$ cat src/srdr_pkg.sv
// Shared constants, register map and types of the safe-run dwell ramp block
package srdr_pkg;

    // ------------------------------------------------------------
    // Timing
    // ------------------------------------------------------------
    localparam int unsigned CLK_PERIOD_NS = 25;          // 40 MHz control clock
    localparam int unsigned TENTH_S_NS    = 100_000_000; // One time unit, 0.1 s
    localparam int unsigned TENTH_CYC     = TENTH_S_NS / CLK_PERIOD_NS;

    // ------------------------------------------------------------
    // Widths
    // ------------------------------------------------------------
    localparam int FW  = 16;  // Frequency, 0.01 Hz per lsb
    localparam int TW  = 16;  // Time, 0.1 s per lsb
    localparam int AW  = 36;  // Ramp accumulator width
    localparam int SW  = 23;  // Sub-tenth cycle counter width
    localparam int NT  = 5;   // Multi-function input terminals
    localparam int FNW = 6;   // Terminal function code width

    // ------------------------------------------------------------
    // Function codes, modes, limits
    // ------------------------------------------------------------
    localparam logic [FNW-1:0] FN_RUN_ENABLE = 6'h0D;  // Safe-run enable function
    localparam logic [1:0]     STOP_COAST    = 2'h0;   // Block output at once
    localparam logic [1:0]     STOP_QUICK    = 2'h1;   // Quick stop, fresh command
    localparam logic [1:0]     STOP_RESUME   = 2'h2;   // Quick stop, resume
    localparam logic [TW-1:0]  QSTOP_MAX     = 16'h1770; // 600.0 s
    localparam logic [TW-1:0]  ADWELL_MAX    = 16'h0064; // 10.0 s
    localparam logic [TW-1:0]  DDWELL_MAX    = 16'h0258; // 60.0 s

    // ------------------------------------------------------------
    // Reset values
    // ------------------------------------------------------------
    localparam logic [TW-1:0]  QSTOP_RST  = 16'h0032;  // 5.0 s
    localparam logic [FW-1:0]  DWELL_FRST = 16'h01F4;  // 5.00 Hz
    localparam logic [TW-1:0]  DWELL_TRST = 16'h0000;  // 0.0 s
    localparam logic [FW-1:0]  FMAX_RST   = 16'h1770;  // 60.00 Hz
    localparam logic [FW-1:0]  FSTART_RST = 16'h0032;  // 0.50 Hz
    localparam logic [TW-1:0]  RAMP_RST   = 16'h0032;  // 5.0 s

    // ------------------------------------------------------------
    // Register byte offsets
    // ------------------------------------------------------------
    localparam logic [7:0] OFS_CTRL   = 8'h00;  // [1:0] stop mode, [2] safe select
    localparam logic [7:0] OFS_TFUNC  = 8'h04;  // Five 6-bit terminal functions
    localparam logic [7:0] OFS_TARGET = 8'h08;
    localparam logic [7:0] OFS_FMAX   = 8'h0C;
    localparam logic [7:0] OFS_FSTART = 8'h10;
    localparam logic [7:0] OFS_ACCT   = 8'h14;
    localparam logic [7:0] OFS_DECT   = 8'h18;
    localparam logic [7:0] OFS_QSTOPT = 8'h1C;
    localparam logic [7:0] OFS_ADFREQ = 8'h20;
    localparam logic [7:0] OFS_ADTIME = 8'h24;
    localparam logic [7:0] OFS_DDFREQ = 8'h28;
    localparam logic [7:0] OFS_DDTIME = 8'h2C;
    localparam logic [7:0] OFS_STATUS = 8'h30;  // Read only
    localparam int CTRL_SEL_BIT  = 2;
    localparam int ST_STATE_LSB  = 16;
    localparam int ST_DRIVE_BIT  = 20;
    localparam int ST_ENABLE_BIT = 21;

    // ------------------------------------------------------------
    // Types
    // ------------------------------------------------------------
    typedef enum logic [3:0] {
        SRDR_STOP, SRDR_ACC, SRDR_ACC_HOLD, SRDR_RUN, SRDR_DEC,
        SRDR_DEC_HOLD, SRDR_DEC_POST, SRDR_QSTOP, SRDR_LOCK
    } srdr_state_t;

    typedef struct packed {
        logic [1:0]            stop_mode;
        logic                  safe_sel;
        logic [NT*FNW-1:0]     term_func;
        logic [FW-1:0]         target;
        logic [FW-1:0]         fmax;
        logic [FW-1:0]         fstart;
        logic [TW-1:0]         acc_time;
        logic [TW-1:0]         dec_time;
        logic [TW-1:0]         qstop_time;
        logic [FW-1:0]         adw_freq;
        logic [TW-1:0]         adw_time;
        logic [FW-1:0]         ddw_freq;
        logic [TW-1:0]         ddw_time;
    } srdr_cfg_t;

    typedef struct packed {
        logic          cyc;
        logic          stb;
        logic          we;
        logic [3:0]    sel;
        logic [7:0]    adr;
        logic [31:0]   dat;
    } srdr_wb_req_t;

endpackage

$ cat src/srdr_top.sv
// Safe-run gating, disable stop modes and dwell frequency ramp
//
// The register addresses and register access over Wishbone were chosen for this implementation.
`timescale 1ns/1ps
module srdr_top
    import srdr_pkg::*;
#(
    parameter int unsigned TENTH_CYCLES = TENTH_CYC  // Cycles per 0.1 s
) (
    input  wire logic            clk_sys,
    input  wire logic            rst_b,
    input  wire srdr_wb_req_t    wb_req,
    output logic [31:0]          wb_dat_o,
    output logic                 wb_ack_o,
    input  wire logic            run_cmd,
    input  wire logic [NT-1:0]   multi_input_terminal,
    input  wire logic            ext_brake,
    output logic [FW-1:0]        freq_out,
    output logic                 drive_en
);
    // ------------------------------------------------------------
    // Pin synchronisers
    // ------------------------------------------------------------
    localparam int PW = NT + 2;
    logic [PW-1:0] pin_s1_reg;  // First stage, read only by second
    logic [PW-1:0] pin_s2_reg;  // Second stage, safe to use

    // Two flops on every pin input
    always_ff @(posedge clk_sys or negedge rst_b) begin
        if (!rst_b) begin
            pin_s1_reg <= '0;
            pin_s2_reg <= '0;
        end else begin
            pin_s1_reg <= {ext_brake, run_cmd, multi_input_terminal};
            pin_s2_reg <= pin_s1_reg;
        end
    end

    logic          run_s;     // Synchronised run command
    logic          brake_s;   // External brake control active
    logic [NT-1:0] term_s;    // Synchronised terminals
    assign {brake_s, run_s, term_s} = pin_s2_reg;  // Split second stage

    // ------------------------------------------------------------
    // Register state
    // ------------------------------------------------------------
    srdr_cfg_t     cfg_reg, cfg_next;          // Software settings
    logic [31:0]   dat_reg, dat_next;          // Read data
    logic          ack_reg, ack_next;          // Bus acknowledge
    srdr_state_t   state_reg, state_next;      // Sequencer state
    logic [FW-1:0] freq_reg, freq_next;        // Output frequency
    logic          drv_reg, drv_next;          // Output enable
    logic [AW-1:0] acc_reg, acc_next;          // Ramp accumulator
    logic [TW-1:0] tenth_reg, tenth_next;      // Hold tenths left
    logic [SW-1:0] sub_reg, sub_next;          // Cycles in current tenth
    logic          run_d_reg, run_d_next;      // Run delayed, edge detect
    logic          arm_reg, arm_next;          // Acceleration dwell armed

    // ------------------------------------------------------------
    // Safe-run enable decode
    // ------------------------------------------------------------
    logic          en_cfg;    // Some terminal carries the enable function
    logic          en_term;   // A configured terminal is on
    logic          en_level;  // Effective enable
    logic          run_ok;    // Run command that may be acted on
    logic          run_rise;  // Fresh run command

    always_comb begin
        en_cfg  = 1'b0;
        en_term = 1'b0;
        for (int i = 0; i < NT; i++) begin
            if (cfg_reg.term_func[i*FNW +: FNW] == FN_RUN_ENABLE) begin
                en_cfg  = 1'b1;
                en_term = en_term | term_s[i];
            end
        end
        // Select 0 forces enable, select 1 follows the terminal if one carries the enable function, else enables
        en_level = !cfg_reg.safe_sel || !en_cfg || en_term;
        run_ok   = run_s && en_level;
        run_rise = run_s && !run_d_reg;
    end
    // ------------------------------------------------------------
    // Dwell frequency clamp and enables
    // ------------------------------------------------------------
    function automatic logic [FW-1:0] clamp_f(input logic [FW-1:0] f,
                                               input logic [FW-1:0] lo,
                                               input logic [FW-1:0] hi);
        return (f < lo) ? ((lo > hi) ? hi : lo) : ((f > hi) ? hi : f);
    endfunction
    logic [FW-1:0] adw_f;     // Clamped acceleration dwell frequency
    logic [FW-1:0] ddw_f;     // Clamped deceleration dwell frequency
    logic          adw_on;    // Acceleration dwell in use
    logic          ddw_on;    // Deceleration dwell in use

    always_comb begin
        adw_f  = clamp_f(cfg_reg.adw_freq, cfg_reg.fstart, cfg_reg.fmax);
        ddw_f  = clamp_f(cfg_reg.ddw_freq, cfg_reg.fstart, cfg_reg.fmax);
        adw_on = (cfg_reg.adw_time != '0) && (cfg_reg.adw_freq != '0);
        ddw_on = (cfg_reg.ddw_time != '0) && (cfg_reg.ddw_freq != '0);
    end

    // ------------------------------------------------------------
    // Wishbone slave, next values
    // ------------------------------------------------------------
    function automatic logic [TW-1:0] sat_t(input logic [TW-1:0] v, input logic [TW-1:0] hi);
        return (v > hi) ? hi : v;
    endfunction
    function automatic logic [31:0] merge(input logic [31:0] old, input logic [31:0] wd,
                                          input logic [3:0]  sel);
        logic [31:0] r;
        r = old;
        for (int b = 0; b < 4; b++) begin
            if (sel[b]) r[b*8 +: 8] = wd[b*8 +: 8];
        end
        return r;
    endfunction
    always_comb begin
        logic        acc_cyc;
        logic [31:0] wv;
        acc_cyc  = wb_req.cyc && wb_req.stb && !ack_reg;
        wv       = '0;
        cfg_next = cfg_reg;
        dat_next = dat_reg;
        ack_next = acc_cyc;
        if (acc_cyc) begin
            // Read mux, unmapped offsets return zero
            unique case (wb_req.adr)
                OFS_CTRL:   dat_next = {29'h0, cfg_reg.safe_sel, cfg_reg.stop_mode};
                OFS_TFUNC:  dat_next = {2'h0, cfg_reg.term_func};
                OFS_TARGET: dat_next = {16'h0, cfg_reg.target};
                OFS_FMAX:   dat_next = {16'h0, cfg_reg.fmax};
                OFS_FSTART: dat_next = {16'h0, cfg_reg.fstart};
                OFS_ACCT:   dat_next = {16'h0, cfg_reg.acc_time};
                OFS_DECT:   dat_next = {16'h0, cfg_reg.dec_time};
                OFS_QSTOPT: dat_next = {16'h0, cfg_reg.qstop_time};
                OFS_ADFREQ: dat_next = {16'h0, cfg_reg.adw_freq};
                OFS_ADTIME: dat_next = {16'h0, cfg_reg.adw_time};
                OFS_DDFREQ: dat_next = {16'h0, cfg_reg.ddw_freq};
                OFS_DDTIME: dat_next = {16'h0, cfg_reg.ddw_time};
                OFS_STATUS: dat_next = {10'h0, en_level, drv_reg, 4'(state_reg), freq_reg};
                default:    dat_next = '0;
            endcase
            // Writes, with byte lanes and range saturation
            if (wb_req.we) begin
                wv = merge(dat_next, wb_req.dat, wb_req.sel);
                unique case (wb_req.adr)
                    OFS_CTRL: begin
                        // Stop mode range 0..2, 3 folds to coast
                        cfg_next.stop_mode = (wv[1:0] > STOP_RESUME) ? STOP_COAST : wv[1:0];
                        cfg_next.safe_sel  = wv[CTRL_SEL_BIT];
                    end
                    OFS_TFUNC:  cfg_next.term_func  = wv[NT*FNW-1:0];
                    OFS_TARGET: cfg_next.target     = wv[FW-1:0];
                    OFS_FMAX:   cfg_next.fmax       = wv[FW-1:0];
                    OFS_FSTART: cfg_next.fstart     = wv[FW-1:0];
                    OFS_ACCT:   cfg_next.acc_time   = wv[TW-1:0];
                    OFS_DECT:   cfg_next.dec_time   = wv[TW-1:0];
                    OFS_QSTOPT: cfg_next.qstop_time = sat_t(wv[TW-1:0], QSTOP_MAX);
                    OFS_ADFREQ: cfg_next.adw_freq   = wv[FW-1:0];
                    OFS_ADTIME: cfg_next.adw_time   = sat_t(wv[TW-1:0], ADWELL_MAX);
                    OFS_DDFREQ: cfg_next.ddw_freq   = wv[FW-1:0];
                    OFS_DDTIME: cfg_next.ddw_time   = sat_t(wv[TW-1:0], DDWELL_MAX);
                    default:    cfg_next = cfg_reg;
                endcase
            end
        end
    end
    // Bus registers
    always_ff @(posedge clk_sys or negedge rst_b) begin
        if (!rst_b) begin
            cfg_reg <= '{stop_mode: STOP_COAST, safe_sel: 1'b1, term_func: '0, target: '0,
                         fmax: FMAX_RST, fstart: FSTART_RST, acc_time: RAMP_RST,
                         dec_time: RAMP_RST, qstop_time: QSTOP_RST,
                         adw_freq: DWELL_FRST, adw_time: DWELL_TRST,
                         ddw_freq: DWELL_FRST, ddw_time: DWELL_TRST};
            dat_reg <= '0;
            ack_reg <= 1'b0;
        end else begin
            cfg_reg <= cfg_next;
            dat_reg <= dat_next;
            ack_reg <= ack_next;
        end
    end

    // ------------------------------------------------------------
    // Ramp engine and stop sequencer, next values
    // ------------------------------------------------------------
    always_comb begin
        logic [FW-1:0] goal;     // Frequency the ramp heads for
        logic [TW-1:0] rtime;    // Ramp time for full scale
        logic [AW-1:0] span;     // Cycles per lsb step times fmax
        logic [AW-1:0] sum;      // Accumulator plus fmax
        logic          hold_done;
        goal       = freq_reg;
        rtime      = cfg_reg.acc_time;
        span       = '0;
        sum        = '0;
        hold_done  = (tenth_reg == '0);
        state_next = state_reg;
        freq_next  = freq_reg;
        drv_next   = drv_reg;
        acc_next   = acc_reg;
        tenth_next = tenth_reg;
        sub_next   = sub_reg;
        run_d_next = run_s;
        arm_next   = run_rise ? 1'b1 : (run_s ? arm_reg : 1'b0);
        // Goal and ramp time per state
        unique case (state_reg)
            SRDR_STOP, SRDR_LOCK:    goal = '0;
            SRDR_ACC:      begin goal = adw_f; rtime = cfg_reg.acc_time; end
            SRDR_ACC_HOLD, SRDR_DEC_HOLD: goal = freq_reg;
            SRDR_RUN: begin  // Setpoint cuts ramp down without any dwell
                goal  = cfg_reg.target;
                rtime = (cfg_reg.target < freq_reg) ? cfg_reg.dec_time : cfg_reg.acc_time;
            end
            SRDR_DEC:      begin goal = ddw_f; rtime = cfg_reg.dec_time; end
            SRDR_DEC_POST: begin goal = '0; rtime = cfg_reg.dec_time; end
            SRDR_QSTOP:    begin goal = '0; rtime = cfg_reg.qstop_time; end
        endcase
        // Linear ramp, one lsb each time the accumulator passes span
        span = AW'(rtime) * AW'(TENTH_CYCLES);
        sum  = acc_reg + AW'(cfg_reg.fmax);
        if (freq_reg == goal) begin
            acc_next = '0;
        end else if (span == '0) begin
            freq_next = goal;
            acc_next  = '0;
        end else if (sum >= span) begin
            acc_next  = sum - span;
            freq_next = (goal > freq_reg) ? freq_reg + 1'b1 : freq_reg - 1'b1;
        end else begin
            acc_next  = sum;
        end
        // Dwell hold timer, counts tenths of a second
        if (sub_reg == SW'(TENTH_CYCLES - 1)) begin
            sub_next   = '0;
            tenth_next = hold_done ? tenth_reg : tenth_reg - 1'b1;
        end else begin
            sub_next   = sub_reg + 1'b1;
        end
        // Sequencer
        unique case (state_reg)
            SRDR_STOP: begin
                freq_next = '0;
                drv_next  = 1'b0;
                acc_next  = '0;
                if (run_ok) begin
                    drv_next   = 1'b1;
                    // Dwell only on a fresh command going past the dwell point
                    state_next = (adw_on && (arm_reg || run_rise) && cfg_reg.target > adw_f)
                               ? SRDR_ACC : SRDR_RUN;
                end
            end
            SRDR_ACC: begin
                if (freq_reg == adw_f) begin
                    state_next = SRDR_ACC_HOLD;
                    tenth_next = cfg_reg.adw_time;
                    sub_next   = '0;
                end
            end
            SRDR_ACC_HOLD: begin
                if (hold_done) begin
                    state_next = SRDR_RUN;
                    arm_next   = 1'b0;
                end
            end
            SRDR_RUN: ;
            SRDR_DEC: begin
                if (freq_reg == ddw_f) begin
                    state_next = SRDR_DEC_HOLD;
                    tenth_next = cfg_reg.ddw_time;
                    sub_next   = '0;
                end
            end
            SRDR_DEC_HOLD: if (hold_done) state_next = SRDR_DEC_POST;
            SRDR_DEC_POST: begin
                if (freq_reg == '0) begin
                    state_next = SRDR_STOP;
                    drv_next   = 1'b0;
                end
            end
            SRDR_QSTOP: begin
                if (freq_reg == '0) begin
                    state_next = SRDR_LOCK;
                    drv_next   = 1'b0;
                end
            end
            SRDR_LOCK: begin
                // Mode 1 needs a fresh command, mode 2 takes one held
                if (en_level && ((cfg_reg.stop_mode == STOP_RESUME) ? run_s : run_rise))
                    state_next = SRDR_STOP;
            end
        endcase
        // Stop command while running or accelerating
        if (!run_s && (state_reg == SRDR_ACC || state_reg == SRDR_ACC_HOLD ||
                       state_reg == SRDR_RUN)) begin
            state_next = (ddw_on && !brake_s && freq_reg > ddw_f)
                       ? SRDR_DEC : SRDR_DEC_POST;
        end
        // Run again during stop deceleration, no dwell
        if (run_s && (state_reg == SRDR_DEC || state_reg == SRDR_DEC_HOLD ||
                      state_reg == SRDR_DEC_POST)) begin
            state_next = SRDR_RUN;
            drv_next   = 1'b1;  // Output may just have been switched off at zero
        end
        // Enable drop overrides everything while running
        if (!en_level && state_reg != SRDR_STOP && state_reg != SRDR_LOCK &&
            state_reg != SRDR_QSTOP) begin
            acc_next = '0;
            if (cfg_reg.stop_mode == STOP_COAST) begin
                state_next = SRDR_STOP;
                freq_next  = '0;
                drv_next   = 1'b0;
            end else begin
                state_next = SRDR_QSTOP;
            end
        end
    end
    // Sequencer registers
    always_ff @(posedge clk_sys or negedge rst_b) begin
        if (!rst_b) begin
            state_reg <= SRDR_STOP;
            freq_reg  <= '0;
            drv_reg   <= 1'b0;
            acc_reg   <= '0;
            tenth_reg <= '0;
            sub_reg   <= '0;
            run_d_reg <= 1'b0;
            arm_reg   <= 1'b0;
        end else begin
            state_reg <= state_next;
            freq_reg  <= freq_next;
            drv_reg   <= drv_next;
            acc_reg   <= acc_next;
            tenth_reg <= tenth_next;
            sub_reg   <= sub_next;
            run_d_reg <= run_d_next;
            arm_reg   <= arm_next;
        end
    end

    // ------------------------------------------------------------
    // Outputs, all from flip-flops
    // ------------------------------------------------------------
    assign wb_dat_o = dat_reg;
    assign wb_ack_o = ack_reg;
    assign freq_out = freq_reg;
    assign drive_en = drv_reg;
endmodule

$ cat config.mk
export PLATFORM = sky130hd
export DESIGN_NAME = srdr_top
export DESIGN_NICKNAME = d
export VERILOG_FILES = /design/src/srdr_pkg.sv /design/src/srdr_top.sv
export SDC_FILE = /design/constraint.sdc
export NUM_CORES = 1
export LEC_CHECK = 0
export BUFFER_PORTS_ARGS = -buffer_cell sky130_fd_sc_hd__buf_2
export CAP_MARGIN = 0
export CORE_MARGIN = 2
export CORE_UTILIZATION = 50
export CTS_BUF_LIST = sky130_fd_sc_hd__clkbuf_4
export DETAILED_ROUTE_END_ITERATION = 8
export PLACE_DENSITY_LB_ADDON = 0.08
export SYNTH_ARGS = -nofsm -noshare
export SYNTH_HDL_FRONTEND = slang
export SYNTH_SLANG_ARGS = --single-unit
$ cat constraint.sdc
create_clock -name clk_sys -period 10.7 [get_ports clk_sys]
set_input_delay 2.675 -clock clk_sys [delete_from_list [all_inputs] [get_ports clk_sys]]
set_output_delay 2.675 -clock clk_sys [all_outputs]
set_load 0.05 [all_outputs]
==> run summary <==
Via density: 6.45
Setup tns final: 0 ns
Final number of setup-violating endpoints: 0
Adder-cell share of the synthesized area: 0.172
DP HPWL: 84,500 µm
DIE WIDTH: 240 µm
CTS Buffer Depth: 3
Fin Hold WS: 0.347 ns
Initial antenna violation count: 8
Max Fclk: 99.4 MHz
Mapped cell area: 27,900 µm²
Critical path peak fanout: 14
Fin. max-slew vios: 0
CP bufs+invs: 6
Vias in the first global route: 26,200
Syn Inst Count: 3,246
Post-synthesis mux area share: 0.0422
Ys flop type: dfrtp_1
DRT Pass-1 Iters: 9
Fin area: 30,900 µm²
Worst rel slew slack: 0.156
Hold Path Sink: pin_s2_reg[2]
Critical path required time: 11.42 ns
Placer Congestion: 1.04
CP max stage cell: fa_1
Final Cycle Share: 0.940
Critical Path End Type: flop
Simple-gate share of the synthesized area: 0.176
Worst-Skew Late Latency: 0.90 ns
R2R Path Start: freq_out[2]
DP Area: 29,600 µm²
XOR/XNOR Fraction of Synth Area: 0.0396
Sink Count: 336
Nets@finish: 3,802
Hold Path Origin: pin_s1_reg[2]
Share of layout cells above drive strength 1: 0.136
Number of routed nets with antenna violations: 0
Seq/Total Area, Yosys: 0.303
Pin count of the biggest net entering global routing: 130
Crit path arrival time: 10.79 ns
Max Clock Skew: 0.0664 ns
CTS tree: done
Status: finished, final reports clean
Crit Path Category: flop to flop
Synth Register Bits: 336
Total gr overflow: 0
Critical Path Most Common Cell: ha_1
Die ar.: 57,600 µm²
Startpoint types: flop
Clock-pin slew on the worst setup and hold paths: 0.07 ns
Root buf cell: clkbuf_4
Detailed Route WL: 113,000 µm
Largest delay share family, worst path: adder cells
Post-synthesis compound-gate area fraction: 0.217
CTS buffer count: 95
Hold WC Path Type: flop to flop
Syn Area/Cell: 8.58 µm²
Share of the core filled with cells: 0.561
Max stage delay on crit path: 0.57 ns
Layout fillers: 5,115
Drc violations: 0
RR Endpoint: freq_out[4]
Core Region: 55,100 µm²
Total number of vias: 27,200
Shortest period the worst path allows: 10.06 ns
# rows: 86
Die H: 240 µm
Htree depth: 3
Area Overhead vs Synth: 11.0%
EDFF count, synth: 0
Drt wl/cell: 26.6 µm
RSZ-0062 raised after global routing: no
First-pass GRT wire length: 166,000 µm
Synth async-reset ratio: 1.00
Unique cell type count in the Yosys netlist: 93
Yosys warnings: 0
I/O Buffers: 101
Iter 0 DRT Violations: 2,963
R2R setup slack: 0.64 ns
# IOs: 106
Max reg flops: 193
Final hold vios: 0
Starting Density: 0.506
Worst Max-Slew Pin Slew: 1.23 ns
Total track usage: 0.390
Total of max-cap violations: 0
Reg2Reg Depth: 38
Largest family of logic cells by synthesized area: compound AO/OA/AOI/OAI gates
Hold path depth: 0
kinds of logic (layout without fill, tap and decap cells):
family	count (synthesis)	after routing
XOR/XNOR	126	126
flip-flops	336	336
AO/OA/AOI/OAI	927	927
multiplexers	108	108
buffers and inverters	354	582
adder cells (fa/ha/maj)	349	349
other	1	4
AND/OR/NAND/NOR	1045	1045
through the flow:
stage	cells	setup slack (ns)
3_3_place_gp	4047	0.521
5_1_grt	4225	0.0107
3_5_place_dp	4047	0.400
6_report	4225	0.637
2_1_floorplan	3247	0.0787
4_1_cts	4222	0.313
what timing repair did:
action,4_1_cts,5_1_grt
buffers inserted,0,1
hold buffers,0,0
setup endpoints to repair,0,43
endpoints found under the hold margin,0,0
resized for setup,0,8
layout make-up:
cell class,instances,area [µm²],share of cell area
clock buffers,136,1020,0.0330
flip-flops and latches,336,8460,0.274
multi-input cells,2557,18100,0.587
well taps,748,936,0.0303
inverters,203,762,0.0247
clock inverters,39,259,0.00838
repair buffers,204,1330,0.0429
diodes,2,5.00,0.000162
worst max-delay path by stage:
stage | slack (ns) | cells after the start | to | start
2_1_floorplan | 0.08 | 43 | acc_reg[10] | freq_out[15]
3_3_place_gp | 0.52 | 40 | freq_out[4] | freq_out[11]
3_5_place_dp | 0.40 | 40 | freq_out[14] | freq_out[11]
4_1_cts | 0.31 | 40 | freq_out[4] | freq_out[11]
5_1_grt | 0.01 | 42 | freq_out[14] | freq_out[2]
6_report | 0.64 | 38 | freq_out[4] | freq_out[2]
cells in the final DEF (no fill, tap or decap), types with 13 or more instances in the layout:
master and n:
o21ai_0 288, a21o_1 46, or3_1 14, mux2_2 32, a221oi_1 15, a221o_1 16
o221ai_1 18, mux2i_1 69, fa_1 57, dfstp_2 32, a22o_1 34, ha_1 292
dfrtp_1 297, o31ai_1 22, nand2_1 373, o21ai_1 19, inv_1 203, buf_4 100
o22ai_1 23, o21a_1 36, a21oi_1 169, clkinv_1 25, nor4_1 36, nand4_1 33
xnor2_1 68, nand2b_1 21, a2111oi_0 13, buf_2 100, a22oi_1 62, o211ai_1 15
a211oi_1 21, xor2_1 57, and3_1 34, nor3_1 52, a31oi_1 20, nor2b_1 43
clkbuf_4 136, nor2_1 274, nand3_1 80
cell usage after synthesis (32+ instances only):
cell type,n,share of area
ha_1,292,0.13
mux2i_1,71,0.026
nand2_1,374,0.050
fa_1,57,0.041
dfstp_2,32,0.030
clkbuf_1,124,0.017
nor4_1,37,0.0083
xor2_1,57,0.018
nor2b_1,43,0.0097
xnor2_1,69,0.022
nor3_1,53,0.0095
mux2_2,32,0.013
and3_1,34,0.0076
nand3_1,80,0.014
a21o_1,46,0.012
dfrtp_1,304,0.27
o21ai_0,291,0.052
inv_1,203,0.027
nand4_1,33,0.0074
nor2_1,274,0.037
o21a_1,36,0.0097
a22o_1,34,0.011
a22oi_1,62,0.017
a21oi_1,171,0.031
per-layer routing:
layer	GRT usage	up-vias	part of all wire
li1	-	12200	-
met1	0.514	13200	0.41
met2	0.579	1542	0.43
met3	0.111	367	0.11
met4	0.206	10	0.058
met5	0.00173	-	0.00053
Power is not shown: default switching activity piles up to over one toggle a cycle in this logic, so the estimate is an artifact.
